--- src/inc/pin_suspend_config_defs.vh ---
// Constants for the pin and suspend configuration block
`ifndef PIN_SUSPEND_CONFIG_DEFS_VH
`define PIN_SUSPEND_CONFIG_DEFS_VH

// ==========================================================
// Register offsets
`define OFS_MODEM_READY_PIN_CFG 8'h2D
`define OFS_DATA_PIN_CFG 8'h2E
`define OFS_SUSPEND_LEVEL_UPPER 8'h2F
`define OFS_SUSPEND_LEVEL_LOWER 8'h30
`define OFS_SUSPEND_DRIVE_UPPER 8'h31
`define OFS_SUSPEND_DRIVE_LOWER 8'h32

// ==========================================================
// Reset value of every configuration byte
`define CFG_RESET 8'h00

// ==========================================================
// Field positions
`define BIT_PULLUP 7
`define BIT_PULLDOWN 6
`define BIT_RX_WAKE 5
`define BIT_TX_PUSHPULL 0
`define BIT_USE_SUSPEND 7
`define FUNC_HI 1
`define FUNC_LO 0

// Function select codes
`define FUNC_INPUT 2'h0
`define FUNC_OPEN_DRAIN 2'h1
`define FUNC_PUSH_PULL 2'h2

// ==========================================================
// Pin index in the ten-pin vector
`define PIN_CLOCK_OUT 0
`define PIN_REQUEST_TO_SEND 1
`define PIN_CLEAR_TO_SEND 2
`define PIN_HALF_DUPLEX_AUX 3
`define PIN_CARRIER_DETECT 4
`define PIN_RING_INDICATOR 5
`define PIN_TERMINAL_READY 6
`define PIN_MODEM_READY 7
`define PIN_TX_TOGGLE 8
`define PIN_RX_TOGGLE 9
`define NUM_PINS 10

`endif

--- src/hw/pin_drive_cell.v ---
// Output driver decode for one pin: level and drive type to value and enable
`default_nettype none

module pin_drive_cell (
    input wire level,      // Wanted logic level
    input wire open_drain, // 1 open-drain, 0 push-pull
    output wire pad_out,   // Value on the pad when enabled
    output wire pad_oe     // High while the pad is driven
);

    // Open-drain only pulls low; push-pull drives both levels
    assign pad_out = open_drain ? 1'b0 : level;
    assign pad_oe = open_drain ? ~level : 1'b1;

endmodule // pin_drive_cell

`default_nettype wire

--- src/hw/pin_suspend_config.v ---
// Pin function, pull and suspend drive configuration for one serial channel
`default_nettype none
`include "pin_suspend_config_defs.vh"

module pin_suspend_config (
    input wire CLOCK,                  // Core clock, 100 MHz
    input wire RESET,                  // Synchronous reset, active high
    input wire CE,                     // Clock enable, freezes state when low
    input wire CFG_WR,                 // Config byte write strobe
    input wire CFG_RD,                 // Config byte read strobe
    input wire [7:0] CFG_ADDR,         // Config byte offset
    input wire [7:0] CFG_WDATA,        // Config write data
    output reg [7:0] CFG_RDATA,        // Config read data
    input wire SUSPENDED,              // Link is in suspend
    input wire GLOBAL_WAKE_EN,         // Remote wakeup enabled by host
    input wire MODEM_READY_GPIO_OUT,   // GPIO output value for modem-ready
    input wire [9:0] NORM_OUT,         // Normal-function values, other pins
    input wire [9:0] NORM_OE,          // Normal-function enables, other pins
    input wire TX_DATA,                // Serial transmit data
    input wire MODEM_READY_IN_PIN,     // Modem-ready pad input level
    input wire RX_DATA_PIN,            // Receive data pad input level
    output reg [9:0] PIN_OUT,          // Pad values of the ten GPIO pins
    output reg [9:0] PIN_OE,           // Pad enables of the ten GPIO pins
    output reg MODEM_READY_PULLUP,     // Modem-ready pull-up on
    output reg MODEM_READY_PULLDOWN,   // Modem-ready pull-down on
    output reg MODEM_READY_LEVEL,      // Synchronised modem-ready level
    output reg RX_PULLUP,              // Receive pin pull-up on
    output reg RX_PULLDOWN,            // Receive pin pull-down on
    output reg RX_DATA,                // Synchronised receive data
    output reg REMOTE_WAKE_REQ,        // One-cycle wakeup request pulse
    output reg TX_PIN_OUT,             // Transmit pad value
    output reg TX_PIN_OE               // Transmit pad enable
);

    // ==========================================================
    // Configuration bytes
    reg [7:0] modem_ready_pin_cfg_ff;
    reg [7:0] data_pin_cfg_ff;
    reg [7:0] suspend_level_upper_ff;
    reg [7:0] suspend_level_lower_ff;
    reg [7:0] suspend_drive_upper_ff;
    reg [7:0] suspend_drive_lower_ff;

    // Input synchronisers and edge history
    reg mr_meta_ff;
    reg mr_sync_ff;
    reg rx_meta_ff;
    reg rx_sync_ff;
    reg rx_prev_ff;

    wire [1:0] mr_func;
    wire mr_is_input;
    wire use_suspend;
    wire apply_suspend;
    wire [9:0] susp_level;
    wire [9:0] susp_mode;
    wire [9:0] susp_out;
    wire [9:0] susp_oe;
    wire mr_norm_out;
    wire mr_norm_oe;
    wire tx_out;
    wire tx_oe;
    reg [9:0] nxt_pin_out;
    reg [9:0] nxt_pin_oe;
    reg [7:0] nxt_rdata;

    // ==========================================================
    // Read decode of the configuration bytes
    function [7:0] cfg_read;
        input [7:0] addr;
        begin
            case (addr)
                `OFS_MODEM_READY_PIN_CFG: cfg_read = modem_ready_pin_cfg_ff;
                `OFS_DATA_PIN_CFG: cfg_read = data_pin_cfg_ff;
                `OFS_SUSPEND_LEVEL_UPPER: cfg_read = suspend_level_upper_ff;
                `OFS_SUSPEND_LEVEL_LOWER: cfg_read = suspend_level_lower_ff;
                `OFS_SUSPEND_DRIVE_UPPER: cfg_read = suspend_drive_upper_ff;
                `OFS_SUSPEND_DRIVE_LOWER: cfg_read = suspend_drive_lower_ff;
                default: cfg_read = 8'h00;
            endcase
        end
    endfunction

    // ==========================================================
    // Register writes; every byte resets to zero
    always @(posedge CLOCK) begin
        if (RESET) begin
            modem_ready_pin_cfg_ff <= `CFG_RESET;
            data_pin_cfg_ff <= `CFG_RESET;
            suspend_level_upper_ff <= `CFG_RESET;
            suspend_level_lower_ff <= `CFG_RESET;
            suspend_drive_upper_ff <= `CFG_RESET;
            suspend_drive_lower_ff <= `CFG_RESET;
        end else if (CE && CFG_WR) begin
            // Bytes are stored whole; software keeps reserved bits zero
            case (CFG_ADDR)
                `OFS_MODEM_READY_PIN_CFG: begin
                    modem_ready_pin_cfg_ff <= CFG_WDATA;
                end
                `OFS_DATA_PIN_CFG: begin
                    data_pin_cfg_ff <= CFG_WDATA;
                end
                `OFS_SUSPEND_LEVEL_UPPER: begin
                    suspend_level_upper_ff <= CFG_WDATA;
                end
                `OFS_SUSPEND_LEVEL_LOWER: begin
                    suspend_level_lower_ff <= CFG_WDATA;
                end
                `OFS_SUSPEND_DRIVE_UPPER: begin
                    suspend_drive_upper_ff <= CFG_WDATA;
                end
                `OFS_SUSPEND_DRIVE_LOWER: begin
                    suspend_drive_lower_ff <= CFG_WDATA;
                end
                default: begin
                    modem_ready_pin_cfg_ff <= modem_ready_pin_cfg_ff;
                end
            endcase
        end
    end

    // Read data, registered, zero for unmapped offsets
    always @* begin
        nxt_rdata = CFG_RD ? cfg_read(CFG_ADDR) : CFG_RDATA;
    end

    always @(posedge CLOCK) begin
        if (RESET) begin
            CFG_RDATA <= 8'h00;
        end else if (CE) begin
            CFG_RDATA <= nxt_rdata;
        end
    end

    // ==========================================================
    // Two-stage synchronisers for pad inputs
    always @(posedge CLOCK) begin
        if (RESET) begin
            mr_meta_ff <= 1'b0;
            mr_sync_ff <= 1'b0;
            rx_meta_ff <= 1'b1;
            rx_sync_ff <= 1'b1;
            rx_prev_ff <= 1'b1;
        end else if (CE) begin
            mr_meta_ff <= MODEM_READY_IN_PIN;
            mr_sync_ff <= mr_meta_ff;
            rx_meta_ff <= RX_DATA_PIN;
            rx_sync_ff <= rx_meta_ff;
            rx_prev_ff <= rx_sync_ff;
        end
    end

    // ==========================================================
    // Modem-ready normal function decode
    assign mr_func = modem_ready_pin_cfg_ff[`FUNC_HI:`FUNC_LO];
    // Invalid code 11 is left as an input so the pad is never fought
    assign mr_is_input = (mr_func != `FUNC_OPEN_DRAIN) &&
                         (mr_func != `FUNC_PUSH_PULL);

    pin_drive_cell u_mr_norm (
        .level(MODEM_READY_GPIO_OUT),
        .open_drain(mr_func == `FUNC_OPEN_DRAIN),
        .pad_out(mr_norm_out),
        .pad_oe(mr_norm_oe)
    );

    // ==========================================================
    // Suspend override gates every suspend setting
    assign use_suspend = suspend_drive_lower_ff[`BIT_USE_SUSPEND];
    assign apply_suspend = SUSPENDED && use_suspend;

    // Level vector from both level bytes
    assign susp_level = {
        suspend_level_upper_ff[7],
        suspend_level_upper_ff[6],
        suspend_level_lower_ff[5],
        suspend_level_lower_ff[4],
        suspend_level_lower_ff[3],
        suspend_level_lower_ff[2],
        suspend_level_upper_ff[3],
        suspend_level_upper_ff[2],
        suspend_level_upper_ff[1],
        suspend_level_upper_ff[0]
    };

    // Drive-mode vector, same bit positions as the level bytes
    assign susp_mode = {
        suspend_drive_upper_ff[7],
        suspend_drive_upper_ff[6],
        suspend_drive_lower_ff[5],
        suspend_drive_lower_ff[4],
        suspend_drive_lower_ff[3],
        suspend_drive_lower_ff[2],
        suspend_drive_upper_ff[3],
        suspend_drive_upper_ff[2],
        suspend_drive_upper_ff[1],
        suspend_drive_upper_ff[0]
    };

    // One driver decode per pin for its suspend state
    genvar gi;
    generate
        for (gi = 0; gi < `NUM_PINS; gi = gi + 1) begin : g_susp
            pin_drive_cell u_cell (
                .level(susp_level[gi]),
                .open_drain(susp_mode[gi]),
                .pad_out(susp_out[gi]),
                .pad_oe(susp_oe[gi])
            );
        end
    endgenerate

    // Pin selection between normal function and suspend state
    always @* begin
        nxt_pin_out = NORM_OUT;
        nxt_pin_oe = NORM_OE;
        // An input pin is never driven, so its pulls are not fought
        nxt_pin_out[`PIN_MODEM_READY] = mr_norm_out && !mr_is_input;
        nxt_pin_oe[`PIN_MODEM_READY] = mr_norm_oe && !mr_is_input;
        if (apply_suspend) begin
            nxt_pin_out = susp_out;
            nxt_pin_oe = susp_oe;
        end
    end

    // ==========================================================
    // Transmit data driver, never touched by suspend bytes
    pin_drive_cell u_tx (
        .level(TX_DATA),
        .open_drain(~data_pin_cfg_ff[`BIT_TX_PUSHPULL]),
        .pad_out(tx_out),
        .pad_oe(tx_oe)
    );

    // ==========================================================
    // Registered outputs
    always @(posedge CLOCK) begin
        if (RESET) begin
            PIN_OUT <= 10'h000;
            PIN_OE <= 10'h000;
            MODEM_READY_PULLUP <= 1'b0;
            MODEM_READY_PULLDOWN <= 1'b0;
            MODEM_READY_LEVEL <= 1'b0;
            RX_PULLUP <= 1'b0;
            RX_PULLDOWN <= 1'b0;
            RX_DATA <= 1'b1;
            REMOTE_WAKE_REQ <= 1'b0;
            TX_PIN_OUT <= 1'b0;
            TX_PIN_OE <= 1'b0;
        end else if (CE) begin
            PIN_OUT <= nxt_pin_out;
            PIN_OE <= nxt_pin_oe;
            // Pulls only while an input and not driven in suspend
            MODEM_READY_PULLUP <= mr_is_input && !apply_suspend &&
                modem_ready_pin_cfg_ff[`BIT_PULLUP];
            MODEM_READY_PULLDOWN <= mr_is_input && !apply_suspend &&
                modem_ready_pin_cfg_ff[`BIT_PULLDOWN] &&
                !modem_ready_pin_cfg_ff[`BIT_PULLUP];
            MODEM_READY_LEVEL <= mr_sync_ff;
            // Receive pin pulls stay as set, suspend or not
            RX_PULLUP <= data_pin_cfg_ff[`BIT_PULLUP];
            RX_PULLDOWN <= data_pin_cfg_ff[`BIT_PULLDOWN] &&
                !data_pin_cfg_ff[`BIT_PULLUP];
            RX_DATA <= rx_sync_ff;
            // Falling edge on receive line during suspend asks for wakeup
            REMOTE_WAKE_REQ <= SUSPENDED && GLOBAL_WAKE_EN &&
                data_pin_cfg_ff[`BIT_RX_WAKE] &&
                rx_prev_ff && !rx_sync_ff;
            TX_PIN_OUT <= tx_out;
            TX_PIN_OE <= tx_oe;
        end
    end

endmodule // pin_suspend_config

`default_nettype wire

--- config.mk ---
export PLATFORM = sky130hd
export DESIGN_NAME = pin_suspend_config
export DESIGN_NICKNAME = d
export VERILOG_FILES = /design/src/hw/pin_drive_cell.v /design/src/hw/pin_suspend_config.v
export VERILOG_INCLUDE_DIRS = /design/src /design/src/inc
export SDC_FILE = /design/constraint.sdc
export NUM_CORES = 1
export LEC_CHECK = 0
export BUFFER_PORTS_ARGS = -buffer_cell sky130_fd_sc_hd__buf_2
export CORE_MARGIN = 10
export CORE_UTILIZATION = 54
export DETAILED_ROUTE_END_ITERATION = 6
export PLACE_DENSITY = 0.79
export SLEW_MARGIN = 20
export SYNTH_ARGS = -nofsm -noshare
export SYNTH_HDL_FRONTEND = slang
export SYNTH_SLANG_ARGS = --single-unit
--- constraint.sdc ---
create_clock -name CLOCK -period 2.6 [get_ports CLOCK]
set_clock_uncertainty 0.05 [all_clocks]
set_input_delay 0.52 -clock CLOCK [delete_from_list [all_inputs] [get_ports CLOCK]]
set_output_delay 0.52 -clock CLOCK [all_outputs]
set_load 0.02 [all_outputs]
==> flow_metrics.tcl, run 1 <==
set metrics [dict create \
    status "complete, no violations" \
    wl_per_cell_um 18.19 \
    synth.yosys.seq_area_share_pct 44.81 \
    commonest_cells_after_routing_fill_and_taps_aside "sky130_fd_sc_hd__dfxtp_1, sky130_fd_sc_hd__buf_2, sky130_fd_sc_hd__nor2_1" \
    total_leakage_power_uw 0.001990 \
    reg2reg_setup_slack_ns 0.91 \
    grtUsageTotal_pct 19.42 \
    detailedPlace.worstSlack_ns 0.2477 \
    route.detailed.drc 0 \
    critical_path_arrival_ns 2.19 \
    period_needed_ns 1.984 \
    number_of_enable_type_register_cells_in_the_synthesized_netlist 0 \
    dr.pass1.iters 4 \
    slew-limit-headroom_pct 62.06 \
    power_report.internal_total_uw 1843 \
    die-area_um2 11200 \
    worst_setup_hold_path_clk_slew_ns 0.09 \
    worstPathBufferInverterCount 1 \
    timing_hold_violations_final 0 \
    worst_skew_pair.late_latency_ns 0.36 \
    grt_pass1_wl_um 17620 \
    synth_fp_nets 478 \
    net_sw_share_pct 27.65 \
    startpoint "CFG_ADDR[7]" \
    setup_viol 0 \
    post-cts-setup-buffers 0 \
    crit_path_start_kind "input port" \
    tns_ns 0 \
    worstReg2RegEnd "PIN_OUT[3]" \
    regToRegStartpoint "suspend_drive_lower_ff[7]" \
    postRouteAntennaNets 0 \
    place.port_buffers 81 \
    tritoncts_clock_tree "built" \
    yosysUniqueCellTypes 45 \
    dp_hpwl_um 7895 \
    crit_path_max_incr_delay_ns 0.83 \
    synth-main-ff-cell "sky130_fd_sc_hd__dfxtp_1" \
    h_tree_lvl_count 3 \
    r2r_cells 4 \
    top_cells_by_area_in_the_synthesized_netlist "sky130_fd_sc_hd__dfxtp_1, sky130_fd_sc_hd__mux2i_1, sky130_fd_sc_hd__nor2_1, sky130_fd_sc_hd__a311oi_1, sky130_fd_sc_hd__nand3_1" \
    cts_stage_hold_buffer_count 0 \
    timing_max_transition_violations_final 0 \
    tritoncts.num_buffers 9 \
    worst_setup_ep_type "flip-flop" \
    synth_largest_type_area_fraction_pct 44.81 \
    wl_met3_um 690 \
    yosysWarnings 0 \
    synth_area_leader_cell "sky130_fd_sc_hd__dfxtp_1" \
    setup.worst_path.class "input port to flip-flop" \
    power.net_switching_uw 704.3 \
    core_um2 7214 \
    worst_path_dominant_cell_family "simple AND/OR/NAND/NOR gates" \
    final_util_pct 64.62 \
    vdd.ir_drop.worst_mv 0.3388 \
    grt_overflow_total 0 \
    power_per_cell_area_nw_per_um2 546.4 \
    num_rows 31 \
    clk_root_buffer_cell "sky130_fd_sc_hd__clkbuf_8" \
    critical_path_peak_fanout 8 \
    grt_start_max_net_pins 49 \
    top_layer_used "met4" \
    die_height_um 105.8 \
    crit_required_ns 2.80 \
    ioPinCount 84 \
    grt_setup_unrepaired "no" \
    die_x_um 105.8 \
    fin_nets 551 \
    routed_via_density 5.733 \
    timing.critical_path.depth 5 \
    holdCritPathClass "input port to flip-flop" \
    drt_wl_total_um 11030 \
    layout.cells.most_common "sky130_fd_sc_hd__dfxtp_1" \
    power.share.combinational_pct 10.0 \
    numClockSinks 89 \
    cts_max_path_buffers 2 \
    route.layer.met1.wl_um 4568 \
    mappedNetlistArea_um2 3976 \
    maxCapViolations 0 \
    worst_slack_ns 0.6159 \
    crit_chain "buf_2 > or3b_1 > or4b_1 > mux2i_1 > nor2_1" \
    finalWeightedCongestion 0.9049 \
    worst_path_max_delay_cell "sky130_fd_sc_hd__or4b_1" \
    design_power_total_uw 2548 \
    antennaDiodeCount 0 \
    initial_utilization_pct 55.12 \
    antenna_violations_before_repair 0 \
    final_layout_size_suffix_gt1_share_pct 24.26 \
    syn_to_final_growth_pct 17.24 \
    synth-seq-cells 89 \
    asyncSetResetFlopFracSynth_pct 0 \
    worst_pin_slew_ns 0.5677 \
    syn-instance-count 429 \
    filler_cell_count 632 \
    portion_of_the_clock_cycle_consumed_by_the_worst_path_in_the_final_layout_pct 76.31 \
    seq_power_share_pct 55.3 \
    critical_path.endpoint "suspend_drive_lower_ff[3]" \
    worst_hold_slack_ns 0.3047 \
    met2_layer_wire_length_in_the_routed_design_um 5575 \
    maxClockFrequency_mhz 504.0 \
    syn-mean-instance-area_um2 9.269 \
    vias_after_detailed_routing 3474 \
    clockPowerShare_pct 34.7 \
    initialDrtViolationCount 158 \
    cts_repair_resize_count 0 \
    first_global_vias 3452 \
]
==> registers in the layout (all words and copies together) (netlist names), 8 cells and up <==
name                    count
suspend_drive_upper_ff      8
suspend_level_upper_ff      8
suspend_level_lower_ff      8
modem_ready_pin_cfg_ff      8
CFG_RDATA                   8
PIN_OE                     10
data_pin_cfg_ff             8
PIN_OUT                    10
suspend_drive_lower_ff      8
==> worst min-delay path by stage <==
stage	from	end	cells after the start
2_1_floorplan	rx_meta_ff	rx_sync_ff	1
3_3_place_gp	PIN_OE[0]	PIN_OE[0]	2
3_5_place_dp	PIN_OE[1]	PIN_OE[1]	2
4_1_cts	RX_DATA_PIN	rx_meta_ff	2
5_1_grt	TX_DATA	TX_PIN_OE	2
6_report	TX_DATA	TX_PIN_OE	2
==> kinds of logic (layout without fill, tap and decap cells) <==
group	after synthesis	in the layout	synth area share (%)
adder cells (fa/ha/maj)	2	2	0.6292
AO/OA/AOI/OAI	70	70	13.18
buffers and inverters	38	116	3.933
AND/OR/NAND/NOR	166	166	21.15
flip-flops	89	89	44.81
multiplexers	64	64	16.30
==> power groups by stage <==
stage / Clock, uW / Combinational, uW / Sequential (uW)
2_1_floorplan: 0 / 116 / 1470
3_3_place_gp: 0 / 249 / 1440
3_5_place_dp: 0 / 255 / 1440
4_1_cts: 895 / 256 / 1410
5_1_grt: 949 / 279 / 1410
6_report: 883 / 255 / 1410
==> Yosys cell counts (2+ instances only) <==
cell / n
sky130_fd_sc_hd__and2_1: 3
sky130_fd_sc_hd__clkbuf_1: 24
sky130_fd_sc_hd__nor2_1: 77
sky130_fd_sc_hd__nor2b_1: 5
sky130_fd_sc_hd__nor3b_1: 4
sky130_fd_sc_hd__ha_1: 2
sky130_fd_sc_hd__a2111oi_0: 2
sky130_fd_sc_hd__o211ai_1: 10
sky130_fd_sc_hd__a22o_1: 7
sky130_fd_sc_hd__a32oi_1: 2
sky130_fd_sc_hd__nand3_1: 19
sky130_fd_sc_hd__nand2_1: 25
sky130_fd_sc_hd__buf_1: 4
sky130_fd_sc_hd__a31oi_1: 3
sky130_fd_sc_hd__nor3_1: 7
sky130_fd_sc_hd__a211o_1: 3
sky130_fd_sc_hd__mux2_2: 6
sky130_fd_sc_hd__nand3b_1: 9
sky130_fd_sc_hd__o2bb2ai_1: 3
sky130_fd_sc_hd__a311o_1: 2
sky130_fd_sc_hd__mux2i_1: 58
sky130_fd_sc_hd__dfxtp_1: 89
sky130_fd_sc_hd__a21oi_1: 18
sky130_fd_sc_hd__nand4_1: 3
sky130_fd_sc_hd__nor4_4: 2
sky130_fd_sc_hd__inv_1: 4
sky130_fd_sc_hd__a211oi_1: 3
sky130_fd_sc_hd__a311oi_1: 11
sky130_fd_sc_hd__buf_2: 5
sky130_fd_sc_hd__a221oi_1: 4
==> per-stage QoR <==
stage	std cells	area (um^2)
6_report	606	4662
5_1_grt	606	4662
4_1_cts	606	4662
3_5_place_dp	590	4483
3_3_place_gp	590	4483
2_1_floorplan	429	3976
==> final cells by class <==
cell class	instances	area, um^2	share of cell area, %
Multi-Input combinational cell	302	2044	43.85
Clock inverter	6	51.30	1.100
Tap cell	99	123.9	2.657
Timing Repair Buffer	96	518.0	11.11
Inverter	4	15.01	0.3221
Sequential cell	89	1782	38.22
Clock buffer	10	127.6	2.738
==> layer usage <==
| layer | track usage, % | vias to the layer above |
|---|---|---|
| li1 | - | 1688 |
| met1 | 23.29 | 1666 |
| met2 | 32.95 | 106 |
| met3 | 5.177 | 14 |
| met4 | 6.286 | 0 |
| met5 | 0 | - |
No activity file was read; power rests on OpenSTA's default activity.
==> run 2: changes to the inputs <==
--- a/config.mk
+++ b/config.mk
@@ -8,9 +8,9 @@
 export LEC_CHECK = 0
 export BUFFER_PORTS_ARGS = -buffer_cell sky130_fd_sc_hd__buf_2
 export CORE_MARGIN = 10
-export CORE_UTILIZATION = 54
+export CORE_UTILIZATION = 49
 export DETAILED_ROUTE_END_ITERATION = 6
-export PLACE_DENSITY = 0.79
+export PLACE_DENSITY = 0.76
 export SLEW_MARGIN = 20
 export SYNTH_ARGS = -nofsm -noshare
 export SYNTH_HDL_FRONTEND = slang
==> constraint.sdc (replaced) <==
create_clock -name CLOCK -period 1.75 [get_ports CLOCK]
set_clock_uncertainty 0.05 [all_clocks]
set_input_delay 0.35 -clock CLOCK [delete_from_list [all_inputs] [get_ports CLOCK]]
set_output_delay 0.35 -clock CLOCK [all_outputs]
set_load 0.02 [all_outputs]
==> run 2 against run 1 <==
  * Worst setup slack worse by 0.49 ns
  * Cell count is 3.8% higher
  * Flip-flop and latch count stayed put
  * Hold slack worse by 0.15 ns
  * Core utilization is 2.1 points lower
  * Combinational power is 61% higher
  * Final area is 4.6% higher
  * Via count is 2.0% higher
  * Sequential share of layout area is 1.7 points lower
  * Critical path type unchanged
  * Largest cell class unchanged
  * Largest power group unchanged
  * Highest routed layer unchanged
==> flow_metrics.tcl, run 2 (synthesized netlist as in run 1, its figures left out) <==
set metrics [dict create \
    first_global_vias 3581 \
    grt_start_max_net_pins 36 \
    maxCapViolations 0 \
    startpoint "CFG_ADDR[7]" \
    layout.area.seq_um2 1782 \
    numClockSinks 89 \
    status "complete, no violations" \
    post-cts-setup-buffers 0 \
    crit_path_start_kind "input port" \
    design_area_um2 4878 \
    grt_pass1_wl_um 17730 \
    worst_skew_pair.late_latency_ns 0.36 \
    slew-limit-headroom_pct 65.68 \
    initialDrtViolationCount 156 \
    vdd.ir_drop.worst_mv 0.3686 \
    tritoncts.num_buffers 9 \
    tritoncts_clock_tree "built" \
    period_needed_ns 1.629 \
    antenna_violations_before_repair 0 \
    route.detailed.drc 0 \
    dp_hpwl_um 8385 \
    timing_hold_violations_final 0 \
    core_um2 7807 \
    die_x_um 110.1 \
    worst_hold_slack_ns 0.1504 \
    grt_use_met3_pct 4.527 \
    postRouteAntennaNets 0 \
    hold_path_startpoint "RX_DATA_PIN" \
    critical_path_arrival_ns 1.82 \
    regToRegStartpoint "suspend_drive_lower_ff[7]" \
    setup.worst_path.class "input port to flip-flop" \
    ioPinCount 84 \
    critical_path_peak_fanout 8 \
    place.port_buffers 81 \
    tns_ns 0 \
    worst_setup_hold_path_clk_slew_ns 0.09 \
    globalRouteMet1Util_pct 22.08 \
    crit_required_ns 1.94 \
    reg.largest.list "PIN_OE x10, PIN_OUT x10" \
    fin_nets 571 \
    grt_setup_unrepaired "no" \
    vias_after_detailed_routing 3542 \
    final_layout_size_suffix_gt1_share_pct 27.32 \
    h_tree_lvl_count 3 \
    filler_cell_count 668 \
    commonest_cells_after_routing_fill_and_taps_aside "sky130_fd_sc_hd__dfxtp_1, sky130_fd_sc_hd__buf_2, sky130_fd_sc_hd__nor2_1" \
    syn_to_final_growth_pct 22.69 \
    setup_viol 0 \
    antennaDiodeCount 0 \
    power_per_cell_area_nw_per_um2 808.2 \
    initial_utilization_pct 50.93 \
    design_power_total_uw 3943 \
    timing_max_transition_violations_final 0 \
    clockPowerShare_pct 36.5 \
    power.net_switching_uw 1033 \
    routed_via_density 5.631 \
    clk_root_buffer_cell "sky130_fd_sc_hd__clkbuf_8" \
    multi_input_area_um2 2047 \
    net_sw_share_pct 26.20 \
    num_rows 32 \
    die_height_um 110.1 \
    holdCritPathClass "input port to flip-flop" \
    portion_of_the_clock_cycle_consumed_by_the_worst_path_in_the_final_layout_pct 93.07 \
    dr.pass1.iters 5 \
    total_leakage_power_uw 0.002119 \
    dpl_cell_area_um2 4674 \
    cts_stage_hold_buffer_count 0 \
    wl_per_cell_um 17.58 \
    grt_overflow_total 0 \
    cts_max_path_buffers 2 \
    maxClockFrequency_mhz 613.9 \
    worst_pin_slew_ns 0.5138 \
    grtUsageTotal_pct 18.44 \
    finalWeightedCongestion 0.8484 \
    power.share.combinational_pct 10.4 \
    seq_power_share_pct 53.1 \
    grt_busiest_layer "met2" \
    die-area_um2 12120 \
    grt.met2_usage_pct 31.24 \
    worst_setup_ep_type "flip-flop" \
    layout.cells.most_common "sky130_fd_sc_hd__dfxtp_1" \
    power_report.internal_total_uw 2910 \
    drt_wl_total_um 11060 \
]
==> run 2: cell types whose count changed in the layout (fill, tap and decap cells not counted), sizes merged <==
cell      delta
buf         +20
bufinv       +1
clkinv       +2
clkinvlp     -3
==> run 2: metal layers <==
metal / part of all wire, % / wire, um
met1: 40 / 4473
met2: 51 / 5647
met3: 7.0 / 770
met4: 1.5 / 165
met5: 0 / 0
==> run 2: area by class of cell <==
| cell class | count | share of cell area (%) |
|---|---|---|
| Clock buffer | 10 | 2.616 |
| Tap cell | 102 | 2.616 |
| Sequential cell | 89 | 36.52 |
| Clock inverter | 6 | 1.513 |
| Inverter | 4 | 0.3078 |
| Multi-Input combinational cell | 302 | 41.96 |
| Timing Repair Buffer | 116 | 14.47 |
==> run 2: metrics by stage <==
stage	worst slack (ns)	instances	utilization [%]
after CTS	0.07921	629	62.45
after detailed placement	-0.2771	613	59.87
after floorplan	-0.1394	429	-
after global placement	-0.2689	613	59.87
after global routing	0.01298	629	62.48
final	0.1212	629	62.48
==> run 2: power by group through the flow <==
| stage | combinational [uW] | sequential (uW) | clock (uW) |
|---|---|---|---|
| 6_report | 410 | 2090 | 1440 |
| 5_1_grt | 447 | 2100 | 1540 |
| 4_1_cts | 410 | 2090 | 1460 |
| 3_5_place_dp | 409 | 2140 | 0 |
| 3_3_place_gp | 399 | 2140 | 0 |
| 2_1_floorplan | 173 | 2190 | 0 |
==> run 2: repair_timing <==
action,4_1_cts,5_1_grt
setup endpoints to repair,0,4
resized for setup,0,1
endpoints found under the hold margin,0,0
==> run 2: worst paths after layout <==
kind / cells after the start / slack (ns) / to
max: 6 / 0.12 / suspend_drive_lower_ff[2]
min: 2 / 0.15 / rx_meta_ff
max reg2reg: 4 / 0.23 / PIN_OUT[3]
min reg2reg: 2 / 0.42 / PIN_OE[9]
==> run 2: critical path, stage by stage <==
cell                      delay [ns]
sky130_fd_sc_hd__buf_2          0.11
sky130_fd_sc_hd__or3b_4         0.42
sky130_fd_sc_hd__or4b_1         0.53
sky130_fd_sc_hd__buf_4          0.21
sky130_fd_sc_hd__mux2i_1        0.16
sky130_fd_sc_hd__nor2_1         0.05
==> run 3: changes to the inputs <==
--- a/config.mk
+++ b/config.mk
@@ -7,7 +7,7 @@
 export NUM_CORES = 1
 export LEC_CHECK = 0
 export BUFFER_PORTS_ARGS = -buffer_cell sky130_fd_sc_hd__buf_2
-export CORE_MARGIN = 10
+export CORE_MARGIN = 2
 export CORE_UTILIZATION = 49
 export DETAILED_ROUTE_END_ITERATION = 6
 export PLACE_DENSITY = 0.76
==> run 3 against run 2 <==
  * Global-route usage up 6.1 points
  * Maximum frequency down 0.29%
  * Flip-flop and latch count unchanged
  * Sequential share of layout area down 0.35 points
  * Non-clock buffer count up 5
  * Die area down 27%
  * Critical path type unchanged
==> flow_metrics.tcl, run 3 (synthesized netlist as in run 1, its figures left out) <==
set metrics [dict create \
    first_global_vias 3341 \
    worst_slack_ns 0.1164 \
    setup.worst_path.class "input port to flip-flop" \
    holdCritPathClass "input port to flip-flop" \
    worst_setup_hold_path_clk_slew_ns 0.10 \
    period_needed_ns 1.634 \
    wl_per_cell_um 16.63 \
    die_height_um 94.08 \
    worst_setup_ep_type "flip-flop" \
    r2r_cells 5 \
    filler_cell_count 698 \
    slew-limit-headroom_pct 62.70 \
    final_layout_size_suffix_gt1_share_pct 28.20 \
    syn_to_final_growth_pct 23.88 \
    status "complete, no violations" \
    core_um2 7807 \
    clk_root_buffer_cell "sky130_fd_sc_hd__clkbuf_8" \
    vias_after_detailed_routing 3586 \
    die-area_um2 8851 \
    dp_hpwl_um 7681 \
    tritoncts_clock_tree "built" \
    maxClockFrequency_mhz 612.2 \
    post-cts-setup-buffers 0 \
    setup_viol 0 \
    h_tree_lvl_count 3 \
    finalWeightedCongestion 0.8560 \
    total_leakage_power_uw 0.002142 \
    numClockSinks 89 \
    timing_max_transition_violations_final 0 \
    reg.largest.list "PIN_OE x10, PIN_OUT x10" \
    grt_start_max_net_pins 63 \
    crit_path_start_kind "input port" \
    worst_skew_pair.late_latency_ns 0.36 \
    vdd.ir_drop.worst_mv 0.4291 \
    die_x_um 94.08 \
    placed_cells_incl_taps 618 \
    grt_pass1_wl_um 16750 \
    commonest_cells_after_routing_fill_and_taps_aside "sky130_fd_sc_hd__dfxtp_1, sky130_fd_sc_hd__buf_2, sky130_fd_sc_hd__nor2_1" \
    crit_required_ns 1.95 \
    initialDrtViolationCount 297 \
    grt_setup_unrepaired "no" \
    postRouteAntennaNets 0 \
    grt_overflow_total 0 \
    multi_input_area_um2 2047 \
    timing_hold_violations_final 0 \
    layout.cells.most_common "sky130_fd_sc_hd__dfxtp_1" \
    maxCapViolations 0 \
    hold-path-cell-count 2 \
    power_per_cell_area_nw_per_um2 813.9 \
    antennaDiodeCount 0 \
    portion_of_the_clock_cycle_consumed_by_the_worst_path_in_the_final_layout_pct 93.35 \
    worst_pin_slew_ns 0.5583 \
    initial_utilization_pct 50.93 \
    critical_path_arrival_ns 1.83 \
    fin_nets 576 \
    route.detailed.drc 0 \
    tritoncts.num_buffers 9 \
    grtUsageTotal_pct 24.50 \
    routed_via_density 5.656 \
    num_rows 32 \
    detailedPlace.worstSlack_ns -0.2955 \
    dr.pass1.iters 5 \
    drt_wl_total_um 10540 \
    cts_max_path_buffers 2 \
    antenna_violations_before_repair 0 \
    ioPinCount 84 \
    critical_path_peak_fanout 8 \
    place.port_buffers 81 \
    layout.area.seq_um2 1782 \
    finish.cell_count_without_fillers 634 \
    tns_ns 0 \
]
run 3: changes by cell type in the layout (fill, tap and decap cells not counted), sizes merged:
cell,delta
buf,+5
clkinv,-2
clkinvlp,+2
run 3: final timing paths:
check | from | slack [ns] | endpoint
max | CFG_ADDR[7] | 0.12 | suspend_drive_lower_ff[1]
min | RX_DATA_PIN | 0.15 | rx_meta_ff
max reg2reg | suspend_level_upper_ff[2] | 0.20 | CFG_RDATA[2]
min reg2reg | PIN_OE[2] | 0.41 | PIN_OE[2]
run 3: layer usage:
| layer | GRT usage, % | routed length, um | vias up |
|---|---|---|---|
| met5 | 0 | 0 | - |
| met4 | 8.213 | 171 | 0 |
| met3 | 3.933 | 599 | 17 |
| met2 | 40.42 | 5113 | 126 |
| met1 | 32.63 | 4659 | 1703 |
| li1 | - | - | 1740 |
run 3: power by group:
group	leakage [uW]	total (uW)	switching (uW)	internal, uW
Clock	0.000101	1500	782	716
Sequential	0.000724	2090	22.1	2070
Combinational	0.00132	419	250	169
run 3: cell type report:
type / instances / area share, %
Clock buffer: 10 / 2.794
Clock inverter: 6 / 1.499
Inverter: 4 / 0.3048
Multi-Input combinational cell: 302 / 41.55
Sequential cell: 89 / 36.17
Tap cell: 102 / 2.591
Timing Repair Buffer: 121 / 15.09
run 3: stage by stage:
| stage | total power [uW] | util (%) | instance area (um^2) | hold slack (ns) |
|---|---|---|---|---|
| after floorplan | 2362 | - | 3993 | 0.3814 |
| after global placement | 2546 | 60.35 | 4712 | 0.3864 |
| after detailed placement | 2556 | 60.35 | 4712 | 0.3961 |
| after CTS | 4035 | 63.06 | 4923 | 0.1412 |
| after global routing | 4139 | 63.09 | 4926 | 0.1474 |
| final | 4009 | 63.09 | 4926 | 0.1508 |
run 3: what timing repair did:
item / CTS / global route
gates resized for setup: 0 / 1
hold buffers: 0 / 0
setup endpoints to repair: 0 / 1
endpoints found under the hold margin: 0 / 0
run 3: worst max-delay path, cell delays in order:
cell                      delay [ns]
sky130_fd_sc_hd__buf_2          0.10
sky130_fd_sc_hd__or3b_4         0.42
sky130_fd_sc_hd__or4b_1         0.52
sky130_fd_sc_hd__buf_4          0.21
sky130_fd_sc_hd__mux2i_1        0.17
sky130_fd_sc_hd__nor2_1         0.05
